`src/shared/ssm_pkg.sv`:
```
// shared constants for the serial switch monitor
package ssm_pkg;
    localparam int NUM_INPUTS = 16;
    localparam logic [15:0] STATUS_RESET = 16'h0000;
    localparam logic [15:0] MASK_RESET = 16'h0000;
    localparam logic [15:0] SW_RESET_MASK = 16'h0000;
    localparam int SYNC_STAGES = 2;
    localparam int CLK_SYS_PERIOD_NS = 25;
    localparam int MIN_LINK_HALF_NS = 100;
    localparam int MIN_LINK_HALF_CYCLES = (MIN_LINK_HALF_NS + CLK_SYS_PERIOD_NS - 1) / CLK_SYS_PERIOD_NS;
    typedef enum logic [1:0] {
        SSM_IDLE = 2'b00,
        SSM_SEL_WAIT = 2'b01,
        SSM_SHIFTING = 2'b11
    } ssm_state_type;
endpackage

```
`src/rtl/ssm_sync.sv`:
```
// two-flop synchroniser for a vector of pin inputs
`timescale 1ns/1ps
module ssm_sync #(
    parameter int WIDTH = 1,
    parameter logic [WIDTH-1:0] INIT = '0
) (
    input wire logic clk_sys,
    input wire logic sys_rst,
    input wire logic [WIDTH-1:0] async_in,
    output logic [WIDTH-1:0] sync_out
);
    logic [WIDTH-1:0] meta_q;

    always_ff @(posedge clk_sys) begin
        if (sys_rst) begin
            meta_q <= INIT;
            sync_out <= INIT;
        end else begin
            meta_q <= async_in;
            sync_out <= meta_q;
        end
    end
endmodule

```
`src/rtl/ssm_top.sv`:
```
// serial switch input monitor with maskable change interrupt
`timescale 1ns/1ps
module ssm_top #(
    parameter int WIDTH = ssm_pkg::NUM_INPUTS
) (
    input wire logic clk_sys,
    input wire logic sys_rst,
    input wire logic [WIDTH-1:0] switch_input_pins,
    input wire logic input_enable,
    input wire logic chip_select_n,
    input wire logic serial_clk,
    input wire logic shift_data_in,
    output logic shift_data_out,
    output logic shift_data_out_oe,
    output logic irq_n_out,
    output logic irq_n_oe,
    output logic [WIDTH-1:0] status_out,
    output logic [WIDTH-1:0] mask_out
);
    // ****************************************
    // pin synchronisers
    // ****************************************
    logic [WIDTH-1:0] pins_s;
    logic en_s;
    logic cs_n_s;
    logic sclk_s;
    logic sdi_s;

    ssm_sync #(.WIDTH(WIDTH), .INIT('0)) u_sync_pins (
        .clk_sys(clk_sys),
        .sys_rst(sys_rst),
        .async_in(switch_input_pins),
        .sync_out(pins_s)
    );

    ssm_sync #(.WIDTH(4), .INIT(4'b0100)) u_sync_ctl (
        .clk_sys(clk_sys),
        .sys_rst(sys_rst),
        .async_in({input_enable, chip_select_n, serial_clk, shift_data_in}),
        .sync_out({en_s, cs_n_s, sclk_s, sdi_s})
    );

    // ****************************************
    // edge detection
    // ****************************************
    logic cs_n_q;
    logic sclk_q;

    always_ff @(posedge clk_sys) begin
        if (sys_rst) begin
            cs_n_q <= 1'b1;
            sclk_q <= 1'b0;
        end else begin
            cs_n_q <= cs_n_s;
            sclk_q <= sclk_s;
        end
    end

    wire cs_fall = cs_n_q & ~cs_n_s;
    wire cs_rise = ~cs_n_q & cs_n_s;
    wire selected = ~cs_n_s & ~cs_n_q;
    // clock edges count only while selected
    wire sclk_rise = selected & ~sclk_q & sclk_s;
    wire sclk_fall = selected & sclk_q & ~sclk_s;

    // ****************************************
    // held inputs
    // ****************************************
    logic [WIDTH-1:0] held_q;
    logic [WIDTH-1:0] held_d;

    // freeze on enable low
    assign held_d = en_s ? pins_s : held_q;

    always_ff @(posedge clk_sys) begin
        if (sys_rst) begin
            held_q <= '0;
        end else begin
            held_q <= held_d;
        end
    end

    // ****************************************
    // serial state machine
    // ****************************************
    ssm_pkg::ssm_state_type state_q;
    ssm_pkg::ssm_state_type state_d;

    always_comb begin
        state_d = state_q;
        case (state_q)
            ssm_pkg::SSM_IDLE: begin
                if (cs_fall) begin
                    state_d = ssm_pkg::SSM_SEL_WAIT;
                end
            end
            ssm_pkg::SSM_SEL_WAIT: begin
                if (cs_rise) begin
                    state_d = ssm_pkg::SSM_IDLE;
                end else if (sclk_rise) begin
                    state_d = ssm_pkg::SSM_SHIFTING;
                end
            end
            ssm_pkg::SSM_SHIFTING: begin
                if (cs_rise) begin
                    state_d = ssm_pkg::SSM_IDLE;
                end
            end
            default: begin
                state_d = ssm_pkg::SSM_IDLE;
            end
        endcase
    end

    always_ff @(posedge clk_sys) begin
        if (sys_rst) begin
            state_q <= ssm_pkg::SSM_IDLE;
        end else begin
            state_q <= state_d;
        end
    end

    // ****************************************
    // status, shift and mask registers
    // ****************************************
    logic [WIDTH-1:0] status_q;
    logic [WIDTH-1:0] status_d;
    logic [WIDTH-1:0] shreg_q;
    logic [WIDTH-1:0] shreg_d;
    logic [WIDTH-1:0] mask_q;
    logic [WIDTH-1:0] mask_d;
    logic sdo_q;
    logic sdo_d;

    wire first_rise = sclk_rise & (state_q == ssm_pkg::SSM_SEL_WAIT);
    wire later_rise = sclk_rise & (state_q == ssm_pkg::SSM_SHIFTING);
    wire sw_reset = cs_rise & (shreg_q == ssm_pkg::SW_RESET_MASK[WIDTH-1:0]);

    // select fall captures held levels; zero mask at rise clears
    assign status_d = cs_fall ? held_d :
                      sw_reset ? ssm_pkg::STATUS_RESET[WIDTH-1:0] :
                      status_q;

    // rise presents msb; fall shifts left taking data in at bit 0
    assign shreg_d = first_rise ? status_q :
                     sclk_fall ? {shreg_q[WIDTH-2:0], sdi_s} :
                     shreg_q;

    assign mask_d = cs_rise ? shreg_q : mask_q;

    assign sdo_d = first_rise ? status_q[WIDTH-1] :
                   later_rise ? shreg_q[WIDTH-1] :
                   sdo_q;

    always_ff @(posedge clk_sys) begin
        if (sys_rst) begin
            status_q <= ssm_pkg::STATUS_RESET[WIDTH-1:0];
            shreg_q <= '0;
            mask_q <= ssm_pkg::MASK_RESET[WIDTH-1:0];
            sdo_q <= 1'b0;
        end else begin
            status_q <= status_d;
            shreg_q <= shreg_d;
            mask_q <= mask_d;
            sdo_q <= sdo_d;
        end
    end

    // ****************************************
    // interrupt and serial output
    // ****************************************
    logic [WIDTH-1:0] diff_bits;
    logic irq_q;

    genvar gi;
    generate
        for (gi = 0; gi < WIDTH; gi = gi + 1) begin : g_cmp
            // per-bit compare gated by mask
            assign diff_bits[gi] = (held_q[gi] ^ status_q[gi]) & mask_q[gi];
        end
    endgenerate

    // level, so it releases as soon as inputs match again
    wire irq_d = en_s & (|diff_bits);

    always_ff @(posedge clk_sys) begin
        if (sys_rst) begin
            irq_q <= 1'b0;
        end else begin
            irq_q <= irq_d;
        end
    end

    // open drain: drive low only when asserted, wired-and outside
    assign irq_n_out = 1'b0;
    assign irq_n_oe = irq_q;
    assign shift_data_out = sdo_q;
    assign shift_data_out_oe = ~cs_n_s;
    assign status_out = status_q;
    assign mask_out = mask_q;
endmodule

```
`config.mk`:
```
export PLATFORM = sky130hd
export DESIGN_NAME = ssm_top
export DESIGN_NICKNAME = d
export VERILOG_FILES = /design/src/shared/ssm_pkg.sv /design/src/rtl/ssm_sync.sv /design/src/rtl/ssm_top.sv
export SDC_FILE = /design/constraint.sdc
export NUM_CORES = 1
export LEC_CHECK = 0
export BUFFER_PORTS_ARGS = -buffer_cell sky130_fd_sc_hd__buf_4
export CAP_MARGIN = 20
export CORE_MARGIN = 3
export CORE_UTILIZATION = 50
export CTS_BUF_LIST = sky130_fd_sc_hd__clkbuf_16
export DETAILED_ROUTE_END_ITERATION = 12
export GPL_ROUTABILITY_DRIVEN = 0
export PLACE_DENSITY = 0.7
export SLEW_MARGIN = 15
export SYNTH_ARGS = -nofsm -noshare
export SYNTH_HDL_FRONTEND = slang
export SYNTH_SLANG_ARGS = --single-unit
```
`constraint.sdc`:
```
create_clock -name clk_sys -period 2.1 [get_ports clk_sys]
set_input_delay 0.315 -clock clk_sys [delete_from_list [all_inputs] [get_ports clk_sys]]
set_output_delay 0.315 -clock clk_sys [all_outputs]
set_load 0.01 [all_outputs]
```
==> results_dict.tcl, run 1 <==
set metrics [dict create \
    layout_common_cells "dfxtp_1 (110), buf_4 (67), nand2_1 (57), a21oi_1 (43), nor2b_1 (39)" \
    r2r_cells 5 \
    hp-start "chip_select_n" \
    synth.ff_latch_count 110 \
    htreeDepth 3 \
    leakage_nw 1.87 \
    path_class "reg2reg" \
    coreArea_sq_mm 0.00745 \
    syn_area_per_cell_sq_um 9.77 \
    final_area_sq_mm 0.00478 \
    hpwl_um 5910 \
    cts.sinks 110 \
    syn_inst 403 \
    ys_seq_area_frac 0.559 \
    clk_pin_slew_ns 0.07 \
    power_density_mw_per_mm2 860 \
    drt_iter0_markers 135 \
    die_x_um 94.8 \
    finalWorstSetupSlack_ns 0.281 \
    io_buffers 56 \
    finalHoldViolCount 0 \
    post_cts_resized 0 \
    cts_tree "built" \
    r2r-end "status_out[2]" \
    drc 0 \
    syn-num-nets 425 \
    postPlaceCellArea_sq_mm 0.00445 \
    critPathMaxFanout 10 \
    avgViaCountPerCell 5.29 \
    ys_types 35 \
    ant_nets 0 \
    cts-root-buf "clkbuf_16" \
    place_ws_ns 0.332 \
    drv_slew 0 \
    routed_wl_um 8330 \
    worstMarginPinSlew_ns 0.770 \
    cts_hold_buf 0 \
    io_pins 58 \
    via_count 2964 \
    hp-class "in2reg" \
    irDropWorstVdd_mv 0.547 \
    die-area_sq_mm 0.00898 \
    dr.pass1.iters 4 \
    r2r_setup_slack_ns 0.28 \
    critical_path_required_ns 2.32 \
    period_share 0.866 \
    skew_ns 0.00591 \
    diodes 0 \
    antenna_found_initial 0 \
    final.setup.tns_ns 0 \
    cts-buffers-inserted 9 \
    grt_max_degree 62 \
    cp-end-kind "register" \
    grt_overflow 0 \
    timing.rr.start "u_sync_ctl.sync_out[2]" \
    rsz0062_at_grt "false" \
    fmax_mhz 550 \
    finalCriticalPeriod_ns 1.82 \
    wl_per_cell_um 14.9 \
    final_common_cell "dfxtp_1" \
    grt_pass1_wl_um 13600 \
    initial_core_util 0.529 \
    hold_path_end "u_sync_ctl.meta_q[2]" \
    drv_cap 0 \
    rows 31 \
    nNetsFinal 478 \
    drive_gt1_frac 0.195 \
    status "completed" \
    setup_viol 0 \
    start_kind "register" \
    cts_buffer_depth 2 \
    die_y_um 94.8 \
    maxSlewHeadroom 0.485 \
    ys_warn_count 0 \
    worstHoldPathCells 2 \
    multi_input_area_sq_mm 0.00161 \
    cp.arrival_ns 2.04 \
    worstSkewPairLatency_ns 0.34 \
    grt_pass1_vias 2736 \
    post-cts-setup-buffers 0 \
    grtUsageTotal 0.195 \
    final-seq-area_sq_mm 0.00220 \
    netlist_area_sq_mm 0.00394 \
    utilization 0.642 \
    fillers 643 \
    area_growth_pct 21.4 \
]
-- flip-flops by register name (all words and copies together), names as in the netlist --
register	flops
u_sync_pins.meta_q	16
state_q	2
held_q	16
u_sync_pins.sync_out	16
u_sync_ctl.meta_q	4
mask_out	16
shift_data_out	1
cs_n_q	1
irq_n_oe	1
sclk_q	1
shreg_q	16
u_sync_ctl.sync_out	4
status_out	16
-- worst max-delay path, cell delays in order, from the launching register on --
cell and delay, ns:
dfxtp_1 0.46, nor3b_1 0.51, nand3_1 0.20, buf_4 0.22, o211ai_1 0.22, a21oi_1 0.09
-- worst max-delay path by stage --
stage / start / endpoint / slack [ns] / depth (start not counted)
6_report: u_sync_ctl.sync_out[2] / status_out[2] / 0.28 / 5
5_1_grt: u_sync_ctl.sync_out[2] / status_out[2] / 0.14 / 5
4_1_cts: u_sync_ctl.sync_out[2] / status_out[2] / 0.28 / 5
3_5_place_dp: u_sync_ctl.sync_out[2] / status_out[2] / 0.33 / 5
3_3_place_gp: u_sync_ctl.sync_out[2] / shreg_q[7] / 0.25 / 4
2_1_floorplan: cs_n_q / shreg_q[10] / 0.52 / 6
-- logic make-up after synthesis --
kind of cell	count (synthesis)	synth area share
buffers and inverters	29	0.0343
other	1	0.000952
muxes	17	0.0432
AOI/OAI and AO/OA	87	0.142
and+or+nand+nor	143	0.185
DFF	110	0.559
xor gates and xnor gates	16	0.0356
-- cell usage after synthesis --
master     number  area share
dfxtp_1       110        0.56
nand2_1        57       0.054
a21oi_1        43       0.055
nor2b_1        39       0.062
a22oi_1        20       0.038
nor2_1         20       0.019
mux2i_1        17       0.043
xor2_1         16       0.036
clkbuf_1       14       0.013
nand2b_1       11       0.017
o211ai_1       10       0.019
o2bb2ai_1       6       0.013
buf_1           4      0.0038
inv_1           4      0.0038
buf_2           3      0.0038
nor3_1          3      0.0038
nor4_1          3      0.0048
or2_2           3      0.0048
a221oi_1        2      0.0044
a22o_1          2      0.0044
buf_6           2      0.0057
a211oi_1        1      0.0019
a311oi_1        1      0.0022
a31oi_1         1      0.0016
and4_1          1      0.0022
buf_4           1      0.0019
clkbuf_4        1      0.0019
conb_1          1     0.00095
nand3_1         1      0.0013
nor3_4          1      0.0041
nor3b_1         1      0.0019
nor4b_1         1      0.0022
nor4b_2         1      0.0038
o21bai_1        1      0.0019
or4b_4          1      0.0035
-- cell type report --
type / instances / area share
clock buffer: 9 / 0.0471
sequential: 110 / 0.460
inverter: 4 / 0.00314
clock inverter: 7 / 0.0222
multi-input combinational: 264 / 0.336
tap: 99 / 0.0259
timing repair buffer: 67 / 0.105
-- per-stage QoR --
stage | total power [mW] | cells | hold WS (ns)
3_3_place_gp | 2.34 | 544 | 0.397
5_1_grt | 4.24 | 560 | 0.158
6_report | 4.11 | 560 | 0.155
2_1_floorplan | 2.28 | 403 | 0.389
3_5_place_dp | 2.34 | 544 | 0.402
4_1_cts | 4.14 | 560 | 0.152
-- per-layer routing --
layer	GRT usage	vias up	wire, um	share of wire
li1	-	1474	-	-
met1	0.276	1358	3850	0.46
met2	0.287	116	3670	0.44
met3	0.0414	16	602	0.072
met4	0.0829	0	204	0.024
met5	0	-	0	0
-- power breakdown --
group	switching, mW	total (mW)	internal, mW
combinational	0.0745	0.145	0.0700
sequential	0.0183	2.15	2.13
clock	0.763	1.82	1.06
No activity file was read; power rests on OpenSTA's default activity.
==> run 2: changes to the inputs <==
--- a/config.mk
+++ b/config.mk
@@ -6,13 +6,14 @@
 export NUM_CORES = 1
 export LEC_CHECK = 0
 export BUFFER_PORTS_ARGS = -buffer_cell sky130_fd_sc_hd__buf_4
-export CAP_MARGIN = 20
 export CORE_MARGIN = 3
 export CORE_UTILIZATION = 50
 export CTS_BUF_LIST = sky130_fd_sc_hd__clkbuf_16
 export DETAILED_ROUTE_END_ITERATION = 12
 export GPL_ROUTABILITY_DRIVEN = 0
+export HOLD_SLACK_MARGIN = 0.03
 export PLACE_DENSITY = 0.7
+export SETUP_SLACK_MARGIN = 0.3
 export SLEW_MARGIN = 15
 export SYNTH_ARGS = -nofsm -noshare
 export SYNTH_HDL_FRONTEND = slang
==> results_dict.tcl, run 2 (same netlist as run 1, synthesis figures left out) <==
set metrics [dict create \
    dr.pass1.iters 6 \
    worstSkewPairLatency_ns 0.34 \
    slowest_stage "or4b_4" \
    final_area_sq_mm 0.00479 \
    leakage_nw 1.87 \
    post-place-cells 544 \
    post-cts-setup-buffers 0 \
    setup_viol 0 \
    layout_common_cells "dfxtp_1 (110), buf_4 (67), nand2_1 (57), a21oi_1 (43), nor2b_1 (39)" \
    worstMarginPinSlew_ns 0.760 \
    r2r_cells 5 \
    finalHoldViolCount 0 \
    finalCriticalPeriod_ns 1.69 \
    drc 0 \
    drive_gt1_frac 0.200 \
    path_cells "or4b_4 > nor3_4 > buf_4 > a22oi_1 > a21oi_1" \
    cp_slowest_stage_delay_ns 0.59 \
    io_buffers 56 \
    final_common_cell "dfxtp_1" \
    area_growth_pct 21.7 \
    io_pins 58 \
    rows 31 \
    critPathMaxFanout 16 \
    drt_iter0_markers 152 \
    coreArea_sq_mm 0.00745 \
    cts-buffers-inserted 9 \
    path_class "reg2reg" \
    worstHoldPathCells 2 \
    irDropWorstVdd_mv 0.545 \
    path_buf_inv 1 \
    cts_hold_buf 0 \
    grt_max_degree 62 \
    ant_nets 0 \
    start_kind "register" \
    final.setup.tns_ns 0 \
    grt_pass1_wl_um 13600 \
    fillers 639 \
    fmax_mhz 592 \
    clk_pin_slew_ns 0.07 \
    cts-root-buf "clkbuf_16" \
    cts_buffer_depth 2 \
    htreeDepth 3 \
    die_y_um 94.8 \
    via_count 2981 \
    critical_path_required_ns 2.36 \
    initial_core_util 0.529 \
    die_x_um 94.8 \
    grt_pass1_vias 2736 \
    rsz0062_at_grt "false" \
    status "completed" \
    diodes 0 \
    cts_tree "built" \
    antenna_found_initial 0 \
    routed_wl_um 8340 \
    cp-end-kind "register" \
    drv_slew 0 \
    hp-class "in2reg" \
    cts.sinks 110 \
    skew_ns 0.00769 \
    wl_per_cell_um 14.9 \
    nNetsFinal 478 \
    maxSlewHeadroom 0.492 \
    avgViaCountPerCell 5.32 \
    period_share 0.805 \
    grtUsageTotal 0.195 \
    crit_family "simple AND/OR/NAND/NOR gates" \
    cp.arrival_ns 1.95 \
    crit_cells 5 \
    grt_overflow 0 \
    die-area_sq_mm 0.00898 \
    drv_cap 0 \
    power_density_mw_per_mm2 857 \
    hpwl_um 5910 \
    finalNonFillerCells 560 \
    postPlaceCellArea_sq_mm 0.00445 \
]
## run 2: what timing repair did
item                                    CTS  global route
gates resized for setup                   1             1
pin swaps                                 0             0
endpoints found under the setup margin    1            13
## run 2: stage by stage
| stage | power, mW | worst slack (ns) | hold slack [ns] | util |
|---|---|---|---|---|
| after global placement | 2.34 | 0.247 | 0.397 | 0.597 |
| final | 4.11 | 0.410 | 0.160 | 0.644 |
| after floorplan | 2.28 | 0.518 | 0.389 | - |
| after detailed placement | 2.34 | 0.332 | 0.402 | 0.598 |
| after CTS | 4.14 | 0.405 | 0.152 | 0.643 |
| after global routing | 4.24 | 0.323 | 0.158 | 0.644 |
## run 2: report_power, final
group	leakage, nW	switching, mW	internal, mW
logic	0.814	0.0749	0.0703
registers	0.895	0.0185	2.13
clock network	0.162	0.758	1.06
total	1.87	0.852	3.26
## run 2: per-layer routing
layer | global-route usage | part of all wire | up-vias
li1 | - | - | 1467
met1 | 0.277 | 0.47 | 1387
met2 | 0.287 | 0.45 | 115
met3 | 0.0414 | 0.068 | 12
met4 | 0.0829 | 0.017 | 0
met5 | 0 | 0 | -
## run 2: area by class of cell
cell class | instances | area, sq um | area share
Clock buffer | 9 | 225 | 0.0470
Sequential cell | 110 | 2200 | 0.459
Timing Repair Buffer | 67 | 503 | 0.105
Clock inverter | 7 | 106 | 0.0222
Multi-Input combinational cell | 264 | 1620 | 0.338
Inverter | 4 | 15.0 | 0.00313
Tap cell | 99 | 124 | 0.0258
## run 2: worst paths after layout
path                     startpoint                      to  slack [ns]
max          u_sync_ctl.sync_out[2]              shreg_q[4]        0.41
min                   chip_select_n    u_sync_ctl.meta_q[2]        0.16
min reg2reg    u_sync_ctl.meta_q[2]  u_sync_ctl.sync_out[2]        0.41
max reg2reg  u_sync_ctl.sync_out[2]              shreg_q[4]        0.41
==> run 3: changes to the inputs <==
--- a/config.mk
+++ b/config.mk
@@ -5,6 +5,7 @@
 export SDC_FILE = /design/constraint.sdc
 export NUM_CORES = 1
 export LEC_CHECK = 0
+export ABC_AREA = 1
 export BUFFER_PORTS_ARGS = -buffer_cell sky130_fd_sc_hd__buf_4
 export CORE_MARGIN = 3
 export CORE_UTILIZATION = 50
==> constraint.sdc (replaced) <==
create_clock -name clk_sys -period 1.75 [get_ports clk_sys]
set_input_delay 0.2625 -clock clk_sys [delete_from_list [all_inputs] [get_ports clk_sys]]
set_output_delay 0.2625 -clock clk_sys [all_outputs]
set_load 0.01 [all_outputs]
==> results_dict.tcl, run 3 <==
set metrics [dict create \
    status "completed" \
    cp_slowest_stage_delay_ns 0.37 \
    layout_common_cells "nor2_1 (119), dfxtp_1 (109), inv_1 (102), nand2_1 (76), buf_4 (63)" \
    rsz0062_at_grt "true" \
    cp.arrival_ns 1.58 \
    ys_types 26 \
    syn-num-nets 594 \
    grt_overflow 0 \
    finalCriticalPeriod_ns 1.36 \
    synth_common_cells "nor2_1 (120), dfxtp_1 (110), inv_1 (102), nand2_1 (77)" \
    avgViaCountPerCell 4.85 \
    synthArstFlopShare 0 \
    die-area_sq_mm 0.00962 \
    area_growth_pct 19.9 \
    final-seq-area_sq_mm 0.00220 \
    diodes 0 \
    grt_max_degree 42 \
    yosys.area.top_type "dfxtp_1" \
    grt_pass1_vias 3242 \
    cts-buffers-inserted 9 \
    netlist_area_sq_mm 0.00424 \
    ys_warn_count 0 \
    crit_family "simple AND/OR/NAND/NOR gates" \
    period_share 0.780 \
    worstSkewPairLatency_ns 0.34 \
    clk_pin_slew_ns 0.07 \
    antenna_found_initial 0 \
    setup_viol 0 \
    cp_common_cell "nand3_1" \
    drv_cap 0 \
    critPathMaxFanout 10 \
    slowest_stage "dfxtp_2" \
    coreArea_sq_mm 0.00797 \
    grtUsageTotal 0.197 \
    synth_ff_type "dfxtp_1" \
    cp-end-kind "register" \
    fillers 698 \
    hp-class "in2reg" \
    grt_pass1_wl_um 15400 \
    yosysMostFrequentCell "nor2_1" \
    multi_input_area_sq_mm 0.00155 \
    drt_iter0_markers 208 \
    start_kind "register" \
    final_common_cell "nor2_1" \
    die_y_um 98.1 \
    final.setup.tns_ns 0 \
    drv_slew 0 \
    cts.sinks 110 \
    ant_nets 0 \
    critical_path_required_ns 1.96 \
    rows 32 \
    worstMarginPinSlew_ns 0.762 \
    die_x_um 98.1 \
    htreeDepth 3 \
    nNetsFinal 644 \
    io_buffers 56 \
    synth.ff_latch_count 110 \
    syn_inst 572 \
    finalHoldViolCount 0 \
    maxSlewHeadroom 0.491 \
    irDropWorstVdd_mv 0.591 \
    path_class "reg2reg" \
    synth_edf_count 0 \
    ys_seq_area_frac 0.519 \
    wl_per_cell_um 12.7 \
    synth_top_area_share 0.519 \
    post-cts-setup-buffers 0 \
    syn_area_per_cell_sq_um 7.41 \
    power_density_mw_per_mm2 1010 \
    routed_wl_um 9270 \
    cts_tree "built" \
    dr.pass1.iters 5 \
    ys_top_cells_by_area "dfxtp_1 (52%), nor2_1 (11%), inv_1 (9.0%)" \
    initial_core_util 0.532 \
    hpwl_um 6660 \
    drc 0 \
    cts-root-buf "clkbuf_16" \
    io_pins 58 \
    fmax_mhz 733 \
    path_buf_inv 3 \
    via_count 3538 \
    drive_gt1_frac 0.166 \
    path_cells "inv_2 > nor2_4 > inv_1 > nor2_1 > nand3_1 > buf_4 > nand3_1 > a21oi_1" \
    leakage_nw 2.27 \
    fin_total_pwr_mw 5.13 \
    cts_buffer_depth 2 \
    skew_ns 0.00976 \
]
==> run 3: cell families after synthesis <==
logic type | Yosys count | synth area share
and+or+nand+nor | 249 | 0.248
buffers and inverters | 128 | 0.120
DFF | 110 | 0.519
other | 1 | 0.000884
AOI/OAI and AO/OA | 84 | 0.112
==> run 3: through the flow <==
step                      hold WS (ns)  instances  utilization  setup slack [ns]  cell area, sq um
after global placement           0.389        713        0.593             0.334              4730
after detailed placement         0.393        713        0.593             0.271              4730
after floorplan                  0.353        572            -             0.551              4240
after global routing             0.105        729        0.638             0.277              5080
after CTS                       0.0960        729        0.635             0.326              5060
final                           0.0998        729        0.638             0.385              5080
==> run 3: worst register-to-register path, stage by stage, from the launching register on <==
cell and delay, ns:
dfxtp_2 0.37, inv_2 0.07, nor2_4 0.08, inv_1 0.05, nor2_1 0.15, nand3_1 0.16, buf_4 0.20, nand3_1 0.08
a21oi_1 0.08
==> run 3: layer usage <==
| layer | routed length, um | GRT usage | vias up |
|---|---|---|---|
| li1 | - | - | 1850 |
| met1 | 4030 | 0.262 | 1568 |
| met2 | 4440 | 0.317 | 102 |
| met3 | 590 | 0.0407 | 18 |
| met4 | 205 | 0.0745 | 0 |
| met5 | 0 | 0 | - |
==> run 3: where the power goes <==
group	total (mW)	leakage [nW]	switching, mW	internal [mW]
registers	2.63	0.898	0.0469	2.58
clock network	2.21	0.158	0.936	1.27
logic	0.291	1.21	0.163	0.128
total	5.13	2.27	1.15	3.98
==> run 3: area by class of cell <==
class / instances / share of cell area
timing repair buffer: 64 / 0.0952
inverter: 103 / 0.0760
sequential: 110 / 0.433
clock buffer: 9 / 0.0443
multi-input combinational: 334 / 0.305
tap: 102 / 0.0251
clock inverter: 7 / 0.0207
==> run 3: worst paths after layout <==
path / end / start / slack [ns] / depth (start not counted)
worst max-delay path: status_out[5] / u_sync_ctl.sync_out[2] / 0.39 / 8
worst min-delay path: u_sync_ctl.meta_q[2] / chip_select_n / 0.1 / 2
worst max register to register: status_out[5] / u_sync_ctl.sync_out[2] / 0.39 / 8
worst min register to register: u_sync_pins.sync_out[3] / u_sync_pins.meta_q[3] / 0.40 / 2
==> run 3: timing repair <==
| item | CTS | global route |
|---|---|---|
| gates resized for setup | 1 | 6 |
| setup endpoints to repair | 15 | 22 |
| hold buffers | 0 | 0 |
| cloned | 0 | 0 |
| pin swaps | 0 | 1 |
